===== config.mk =====
export PLATFORM = sky130hd
export DESIGN_NAME = fetch_retire_event_selector
export DESIGN_NICKNAME = d
export VERILOG_FILES = /design/src/core/perf_select_pkg.sv /design/src/core/fetch_retire_event_selector.sv /design/src/core/masked_hits.sv /design/src/core/rise_filter.sv
export SDC_FILE = /design/constraint.sdc
export NUM_CORES = 1
export LEC_CHECK = 0
export BUFFER_PORTS_ARGS = -buffer_cell sky130_fd_sc_hd__buf_2
export CAP_MARGIN = 25
export CORE_MARGIN = 4
export CORE_UTILIZATION = 25
export CTS_CLUSTER_DIAMETER = 200
export DETAILED_ROUTE_END_ITERATION = 6
export SLEW_MARGIN = 20
export SYNTH_ARGS = -nofsm -noshare
export SYNTH_HDL_FRONTEND = slang
export SYNTH_HIERARCHICAL = 1
export SYNTH_SLANG_ARGS = --single-unit

===== constraint.sdc =====
create_clock -name clk_i -period 1.4 [get_ports clk_i]
set_input_delay 0.42 -clock clk_i [delete_from_list [all_inputs] [get_ports clk_i]]
set_output_delay 0.42 -clock clk_i [all_outputs]
set_load 0.02 [all_outputs]

===== src/core/perf_select_pkg.sv =====
// Constants and carrier types for the fetch and retire event selector
package perf_select_pkg;

    // ------------------------------------------------------------
    // Register map and fields
    // ------------------------------------------------------------
    localparam int        ADDR_W       = 4;
    localparam int        DATA_W       = 32;
    localparam logic [3:0] CTRL_OFS    = 4'h0;
    localparam logic [3:0] STATUS_OFS  = 4'h4;
    localparam int        CODE_LSB     = 0;
    localparam int        MASK_LSB     = 8;
    localparam int        EDGE_BIT     = 16;
    localparam int        ENABLE_BIT   = 17;
    localparam int        ST_ACTIVE    = 0;
    localparam int        ST_PREV      = 1;
    localparam int        ST_KNOWN     = 2;
    localparam int        ST_AMT_LSB   = 8;
    localparam logic [7:0] CODE_RESET  = 8'h00;
    localparam logic [7:0] MASK_RESET  = 8'h00;
    localparam int        AMT_W        = 3;

    // ------------------------------------------------------------
    // Event codes
    // ------------------------------------------------------------
    localparam logic [7:0] EV_ITB_L2_HIT    = 8'h84;
    localparam logic [7:0] EV_ITB_WALK      = 8'h85;
    localparam logic [7:0] EV_PROBE_RESTART = 8'h86;
    localparam logic [7:0] EV_FETCH_STALL   = 8'h87;
    localparam logic [7:0] EV_RSTACK_HIT    = 8'h88;
    localparam logic [7:0] EV_RSTACK_OVF    = 8'h89;
    localparam logic [7:0] EV_IC_INVAL      = 8'h8C;
    localparam logic [7:0] EV_ITB_RELOAD    = 8'h99;
    localparam logic [7:0] EV_ITB_ABORT     = 8'h9A;
    localparam logic [7:0] EV_RET_INSTR     = 8'hC0;
    localparam logic [7:0] EV_RET_UOP       = 8'hC1;
    localparam logic [7:0] EV_RET_BRANCH    = 8'hC2;
    localparam logic [7:0] EV_RET_BR_MISP   = 8'hC3;
    localparam logic [7:0] EV_RET_TAKEN     = 8'hC4;
    localparam logic [7:0] EV_RET_TAKEN_MP  = 8'hC5;
    localparam logic [7:0] EV_RET_FAR       = 8'hC6;
    localparam logic [7:0] EV_RET_NEAR_RET  = 8'hC8;
    localparam logic [7:0] EV_RET_NRET_MP   = 8'hC9;
    localparam logic [7:0] EV_RET_IND_MP    = 8'hCA;
    localparam logic [7:0] EV_RET_FP        = 8'hCB;
    localparam logic [7:0] EV_RET_FASTPATH  = 8'hCC;
    localparam logic [7:0] EV_INT_MASKED    = 8'hCD;
    localparam logic [7:0] EV_INT_MASK_PEND = 8'hCE;
    localparam logic [7:0] EV_INT_TAKEN     = 8'hCF;
    localparam logic [7:0] EV_DEC_EMPTY     = 8'hD0;
    localparam logic [7:0] EV_DISP_STALL    = 8'hD1;

    // ------------------------------------------------------------
    // Carriers
    // ------------------------------------------------------------
    typedef struct packed {
        logic       itb_l1miss_l2hit;
        logic [1:0] itb_walk;        // 0: 4K page, 1: 2M page
        logic       probe_restart;
        logic       fetch_stall;
        logic       rstack_hit;
        logic       rstack_ovf;
        logic [3:0] ic_inval;        // probe miss, probe hit, smc miss, smc hit
        logic       itb_reload;
        logic       itb_abort;
        logic       ret_instr;
        logic       ret_exc_int;
        logic       ret_uop;
        logic       ret_assist_uop;
        logic       ret_branch;
        logic       ret_br_misp;
        logic       ret_taken;
        logic       ret_taken_misp;
        logic       ret_far;
        logic       ret_near_ret;
        logic       ret_nret_misp;
        logic       ret_ind_misp;
        logic [2:0] ret_fp;          // x87, packed integer, sse
        logic [2:0] ret_fastpath;    // low op position 0..2
        logic       interrupt_enable_flag;
        logic       int_pending;
        logic       hw_int_taken;
        logic       decoder_empty;
        logic       dispatch_stall;
    } pipe_cond_t;

    typedef struct packed {
        logic       enable;
        logic       edge_mode;
        logic [7:0] subevent_mask;
        logic [7:0] event_code_selector;
    } sel_cfg_t;

endpackage : perf_select_pkg


===== src/core/fetch_retire_event_selector.sv =====
// Event selector for instruction fetch and retire performance conditions
//
// Added by the designer: the address map and the strobed register port.
`timescale 1ns/1ps
module fetch_retire_event_selector
    import perf_select_pkg::*;
(
    // Clock, reset, enable
    input  wire logic              clk_i,
    input  wire logic              reset_n_i,
    input  wire logic              ce_i,
    // Register port
    input  wire logic [ADDR_W-1:0] addr_i,
    input  wire logic [DATA_W-1:0] wdata_i,
    input  wire logic              wr_i,
    input  wire logic              rd_i,
    output logic      [DATA_W-1:0] rdata_o,
    // Pipeline conditions
    input  wire pipe_cond_t        pipe_i,
    // Counter increment
    output logic                   inc_o,
    output logic      [AMT_W-1:0]  inc_amount_o
);
    // ------------------------------------------------------------
    // Reset release
    // ------------------------------------------------------------
    logic rst_meta;
    logic rst_n;

    always_ff @(posedge clk_i or negedge reset_n_i) begin
        if (!reset_n_i) begin
            rst_meta <= 1'b0;
            rst_n    <= 1'b0;
        end else begin
            rst_meta <= 1'b1;
            rst_n    <= rst_meta;
        end
    end

    // ------------------------------------------------------------
    // State
    // ------------------------------------------------------------
    typedef struct packed {
        sel_cfg_t          cfg;
        logic              prev_active;
        logic              known;
        logic              inc;
        logic [AMT_W-1:0]  amount;
        logic [DATA_W-1:0] rdata;
    } sel_state_t;

    sel_state_t s;
    sel_state_t next_s;

    // ------------------------------------------------------------
    // Sub-event masks
    // ------------------------------------------------------------
    logic [AMT_W-1:0] walk_hits;
    logic [AMT_W-1:0] inval_hits;
    logic [AMT_W-1:0] fp_hits;
    logic [AMT_W-1:0] fast_hits;

    masked_hits #(.W(2)) u_walk (
        .vec_i   (pipe_i.itb_walk),
        .mask_i  (s.cfg.subevent_mask[1:0]),
        .count_o (walk_hits)
    );
    masked_hits #(.W(4)) u_inval (
        .vec_i   (pipe_i.ic_inval),
        .mask_i  (s.cfg.subevent_mask[3:0]),
        .count_o (inval_hits)
    );
    masked_hits #(.W(3)) u_fp (
        .vec_i   (pipe_i.ret_fp),
        .mask_i  (s.cfg.subevent_mask[2:0]),
        .count_o (fp_hits)
    );
    masked_hits #(.W(3)) u_fast (
        .vec_i   (pipe_i.ret_fastpath),
        .mask_i  (s.cfg.subevent_mask[2:0]),
        .count_o (fast_hits)
    );

    // ------------------------------------------------------------
    // Event decode
    // ------------------------------------------------------------
    logic [AMT_W-1:0] raw;
    logic             supported;
    logic             active;
    logic [AMT_W-1:0] gated;

    always_comb begin
        raw       = '0;
        supported = 1'b1;
        case (s.cfg.event_code_selector)
            EV_ITB_L2_HIT:    raw = AMT_W'(pipe_i.itb_l1miss_l2hit);
            EV_ITB_WALK:      raw = walk_hits;
            EV_PROBE_RESTART: raw = AMT_W'(pipe_i.probe_restart);
            EV_FETCH_STALL:   raw = AMT_W'(pipe_i.fetch_stall);
            EV_RSTACK_HIT:    raw = AMT_W'(pipe_i.rstack_hit);
            EV_RSTACK_OVF:    raw = AMT_W'(pipe_i.rstack_ovf);
            EV_IC_INVAL:      raw = inval_hits;
            EV_ITB_RELOAD:    raw = AMT_W'(pipe_i.itb_reload);
            EV_ITB_ABORT:     raw = AMT_W'(pipe_i.itb_abort);
            EV_RET_INSTR:     raw = AMT_W'(pipe_i.ret_instr) + AMT_W'(pipe_i.ret_exc_int);
            EV_RET_UOP:       raw = AMT_W'(pipe_i.ret_uop) + AMT_W'(pipe_i.ret_assist_uop)
                                    + AMT_W'(pipe_i.ret_exc_int);
            EV_RET_BRANCH:    raw = AMT_W'(pipe_i.ret_branch) + AMT_W'(pipe_i.ret_exc_int);
            EV_RET_BR_MISP:   raw = AMT_W'(pipe_i.ret_br_misp) + AMT_W'(pipe_i.ret_far)
                                    + AMT_W'(pipe_i.ret_exc_int);
            EV_RET_TAKEN:     raw = AMT_W'(pipe_i.ret_taken) + AMT_W'(pipe_i.ret_exc_int);
            EV_RET_TAKEN_MP:  raw = AMT_W'(pipe_i.ret_taken_misp);
            EV_RET_FAR:       raw = AMT_W'(pipe_i.ret_far) + AMT_W'(pipe_i.ret_exc_int);
            EV_RET_NEAR_RET:  raw = AMT_W'(pipe_i.ret_near_ret);
            EV_RET_NRET_MP:   raw = AMT_W'(pipe_i.ret_nret_misp);
            EV_RET_IND_MP:    raw = AMT_W'(pipe_i.ret_ind_misp);
            EV_RET_FP:        raw = fp_hits;
            EV_RET_FASTPATH:  raw = fast_hits;
            EV_INT_MASKED:    raw = AMT_W'(!pipe_i.interrupt_enable_flag);
            EV_INT_MASK_PEND: raw = AMT_W'(!pipe_i.interrupt_enable_flag && pipe_i.int_pending);
            EV_INT_TAKEN:     raw = AMT_W'(pipe_i.hw_int_taken);
            EV_DEC_EMPTY:     raw = AMT_W'(pipe_i.decoder_empty);
            EV_DISP_STALL:    raw = AMT_W'(pipe_i.dispatch_stall);
            default:          supported = 1'b0;
        endcase
    end

    // rising edge only in edge mode
    rise_filter u_rise (
        .edge_mode_i   (s.cfg.edge_mode),
        .prev_active_i (s.prev_active),
        .raw_i         (raw),
        .active_o      (active),
        .amount_o      (gated)
    );

    // ------------------------------------------------------------
    // Next state and registers
    // ------------------------------------------------------------
    always_comb begin
        next_s             = s;
        next_s.prev_active = active;
        next_s.known       = supported;
        next_s.amount      = s.cfg.enable ? gated : '0;
        next_s.inc         = s.cfg.enable && (gated != '0);
        next_s.rdata       = '0;
        if (wr_i && addr_i == CTRL_OFS) begin
            next_s.cfg.event_code_selector = wdata_i[CODE_LSB +: 8];
            next_s.cfg.subevent_mask       = wdata_i[MASK_LSB +: 8];
            next_s.cfg.edge_mode           = wdata_i[EDGE_BIT];
            next_s.cfg.enable              = wdata_i[ENABLE_BIT];
        end
        if (rd_i) begin
            case (addr_i)
                CTRL_OFS: begin
                    next_s.rdata[CODE_LSB +: 8] = s.cfg.event_code_selector;
                    next_s.rdata[MASK_LSB +: 8] = s.cfg.subevent_mask;
                    next_s.rdata[EDGE_BIT]      = s.cfg.edge_mode;
                    next_s.rdata[ENABLE_BIT]    = s.cfg.enable;
                end
                STATUS_OFS: begin
                    next_s.rdata[ST_ACTIVE]            = active;
                    next_s.rdata[ST_PREV]              = s.prev_active;
                    next_s.rdata[ST_KNOWN]             = s.known;
                    next_s.rdata[ST_AMT_LSB +: AMT_W]  = s.amount;
                end
                default: next_s.rdata = '0;
            endcase
        end
    end

    always_ff @(posedge clk_i or negedge rst_n) begin
        if (!rst_n) begin
            s                         <= '0;
            s.cfg.event_code_selector <= CODE_RESET;
            s.cfg.subevent_mask       <= MASK_RESET;
        end else if (ce_i) begin
            s <= next_s;
        end
    end

    assign rdata_o      = s.rdata;
    assign inc_o        = s.inc;
    assign inc_amount_o = s.amount;

    logic cycle_mode;
    assign cycle_mode = ce_i && s.cfg.enable && !s.cfg.edge_mode;
    logic [7:0] cur_code;
    assign cur_code = s.cfg.event_code_selector;
endmodule : fetch_retire_event_selector


===== src/core/masked_hits.sv =====
// Count of set bits in a vector after a sub-event mask
`timescale 1ns/1ps
module masked_hits
    import perf_select_pkg::*;
#(
    parameter int W = 4
) (
    // Vector and mask
    input  wire logic [W-1:0]     vec_i,
    input  wire logic [W-1:0]     mask_i,
    // Result
    output logic      [AMT_W-1:0] count_o
);
    if (W < 1 || W >= (1 << AMT_W)) begin : g_bad_width
        $error("masked_hits: width out of range");
    end

    always_comb begin
        count_o = '0;
        for (int i = 0; i < W; i++) begin
            if (vec_i[i] && mask_i[i]) begin
                count_o = count_o + AMT_W'(1);
            end
        end
    end
endmodule : masked_hits


===== src/core/rise_filter.sv =====
// Turns an event amount into a cycle or rising-edge count
`timescale 1ns/1ps
module rise_filter
    import perf_select_pkg::*;
(
    // Control
    input  wire logic             edge_mode_i,
    input  wire logic             prev_active_i,
    // Amount
    input  wire logic [AMT_W-1:0] raw_i,
    output logic                  active_o,
    output logic      [AMT_W-1:0] amount_o
);
    always_comb begin
        active_o = (raw_i != '0);
        if (!edge_mode_i) begin
            amount_o = raw_i;
        end else if (active_o && !prev_active_i) begin
            amount_o = AMT_W'(1);
        end else begin
            amount_o = '0;
        end
    end
endmodule : rise_filter


==> results.json <==
{
  "status": "finished with violations",
  "failed_checks": "setup timing",
  "htreeDepth": 2,
  "p_comb_frac": 0.356,
  "clkTransAtPathRegs_ns": 0.06,
  "path_cells": "and2_4, inv_2, ha_2, nand3b_1, nand2_2, ha_1, and3b_1, a31oi_1, mux2_4, a32oi_2, nand2_1, or3_4, o211a_1, o311ai_2, o21ai_1",
  "clock-sinks": 44,
  "grt_pass1_wl_um": 12880,
  "cellPowerDensity_mw_per_mm2": 1011,
  "hold_ws_ns": 0.1999,
  "ys_seq_area_frac": 0.3710,
  "synthCells": 295,
  "hold_viol_final": 0,
  "cp-end-kind": "flop",
  "ioPinCount": 113,
  "setup_viol": 7,
  "die_x_um": 117.0,
  "synth_cell_types": 52,
  "globalplace.congestion": 0.7946,
  "cts_tree": "yes",
  "drtIter0Drc": 88,
  "crit_type": "reg2reg",
  "synthTopCellsByArea": "dfrtp_1, buf_4, mux2_2, a22o_1, ha_1",
  "power_frac_seq": 0.368,
  "synth-async-reset-ratio": 1.000,
  "slew_viol_final": 0,
  "min_period_ns": 3.075,
  "fin_crit_sh": 2.197,
  "detail_route.wl_per_cell_um": 14.71,
  "coreArea_mm2": 0.01152,
  "min_path_type": "reg2async",
  "r2r_slack_ns": -1.68,
  "place.port_buffers": 84,
  "final_nets": 496,
  "peakVddDrop_mv": 0.5734,
  "layout_common_cells": "buf_2, buf_4, dfrtp_1",
  "overflow": 0,
  "setup_ws_ns": -1.675,
  "n_antenna_cell": 0,
  "drive_gt1_frac": 0.5086,
  "final_util": 0.3562,
  "ys_ff_latch": 44,
  "dp_hpwl_um": 6595,
  "final_common_cell": "buf_2",
  "via_per_inst": 4.449,
  "p_sw_frac": 0.3061,
  "synth_edf_count": 0,
  "rsz0062_at_grt": "yes",
  "drc": 0,
  "ant_nets": 0,
  "cp.arrival_ns": 3.23,
  "preCtsSetupSlack_ns": -1.724,
  "startpoint_type": "flop",
  "path_buf_inv": 1,
  "fillerInstances": 1163,
  "skew_ns": 0.001399,
  "yosys.area.top_type": "dfrtp_1",
  "cpPeakStageDelay_ns": 0.41,
  "root_buffer": "clkbuf_16",
  "syn-mean-instance-area_um2": 10.06,
  "maxCapViolations": 0,
  "p_switching_mw": 1.269,
  "num_vias": 2456,
  "grt_max_degree": 28,
  "cp_top_family": "simple AND/OR/NAND/NOR gates",
  "power_mw": 4.145,
  "drt-pass1-iter-count": 4,
  "synth_top_area_frac": 0.3710,
  "fin_cells": 552,
  "ys.warnings.count": 6,
  "routed_wl_um": 8121,
  "antenna_found_initial": 1,
  "die_area_mm2": 0.01368,
  "worstPathRequired_ns": 1.55,
  "cts_buffers": 5,
  "cp_max_fo": 3,
  "fmax_ghz": 0.3252,
  "die_h_um": 117.0,
  "syn_to_final_growth_pct": 38.20,
  "num_rows": 39,
  "leakage_nw": 2.062,
  "dpl.cell_count": 537,
  "p_int_mw": 2.876,
  "netlist_area_mm2": 0.002968,
  "slowest_stage": "dfrtp_1",
  "cts_buffer_depth": 2,
  "clk-insertion-delay-late_ns": 0.28,
  "p_clk_frac": 0.276,
  "ys.flop_type": "dfrtp_1",
  "grt_use_total": 0.1200,
  "grt_pass1_vias": 2543,
  "start_util": 0.2577
}
==> kinds of logic (layout without fill, tap and decap cells) <==
| logic type | Yosys count | in the layout | share of synthesized area |
|---|---|---|---|
| mux | 33 | 33 | 0.1206 |
| xor+xnor | 5 | 5 | 0.01982 |
| fa+ha+maj | 11 | 11 | 0.05143 |
| compound gates | 57 | 57 | 0.1425 |
| flops | 44 | 44 | 0.3710 |
| other cells | 3 | 16 | 0.003794 |
| simple gates | 75 | 75 | 0.1539 |
| buf+inv | 67 | 168 | 0.1370 |
==> cells in the mapped netlist, types with 7 or more instances <==
master and number:
dfrtp_1 44, buf_4 37, mux2_2 22, nand2_1 17, inv_1 15, a22o_1 13, nor2_1 12, mux2i_1 11
ha_1 9, a21oi_1 7, buf_2 7, nand3_1 7
==> power groups by stage <==
stage          clock (mW)  sequential [mW]  combinational, mW
3_3_place_gp            0             1.53               1.29
3_5_place_dp            0             1.54               1.31
4_1_cts              1.18             1.52               1.43
5_1_grt              1.23             1.54               1.62
2_1_floorplan           0             1.52              0.802
6_report             1.14             1.52               1.48
==> layer usage <==
layer	global-route usage	vias to the layer above	share of wire
met5	0	-	0.0016
met4	0.01835	2	0.0060
met3	0.02776	8	0.040
met2	0.2177	51	0.53
met1	0.1477	1172	0.43
li1	-	1223	-
==> registers in the layout (all words and copies together) (netlist names) <==
name,count
rdata_o,18
inc_amount_o,3
inc_o,1
rst_n,1
rst_meta,1
cur_code,8
s,12
==> area by class of cell <==
cell class | count | area (um^2) | area share
flip-flops and latches | 44 | 1102 | 0.2688
multi-input cells | 197 | 1678 | 0.4091
well taps | 143 | 178.9 | 0.04362
inverters | 16 | 60.06 | 0.01464
clock buffers | 8 | 146.4 | 0.03569
repair buffers | 144 | 935.9 | 0.2282
==> path summary, 6_finish.rpt <==
kind	start	end	depth (start not counted)
setup / recovery	s[46]	inc_o	15
hold / removal	rst_n	s[52]	0
setup reg to reg	s[46]	inc_o	15
hold reg to reg	rst_n	s[52]	0
max in group asynchronous	rst_n	s[37]	1
min in group clk_i	rst_meta	rst_n	0
==> metrics by stage <==
| step | setup TNS (ns) | cell area [um^2] |
|---|---|---|
| finish | -8.971 | 4101 |
| detailed placement | -15.82 | 3730 |
| CTS | -9.165 | 4016 |
| global route | -10.07 | 4101 |
| global placement | -14.10 | 3730 |
| floorplan | -8.517 | 3065 |
==> what timing repair did <==
action	CTS	global route
resized for setup	28	16
buffers inserted	4	4
pin swaps	7	11
hold buffers	1	0
setup endpoints to repair	7	7
endpoints found under the hold margin	2	0
==> worst register-to-register path, cell delays in order, from the launching register on <==
cell      delay [ns]
dfrtp_1         0.41
and2_4          0.19
inv_2           0.03
ha_2            0.16
nand3b_1        0.18
nand2_2         0.08
ha_1            0.21
and3b_1         0.21
a31oi_1         0.05
mux2_4          0.28
a32oi_2         0.19
nand2_1         0.09
or3_4           0.39
o211a_1         0.15
o311ai_2        0.23
o21ai_1         0.11
Note: power is estimated with default switching activity, not from simulation.
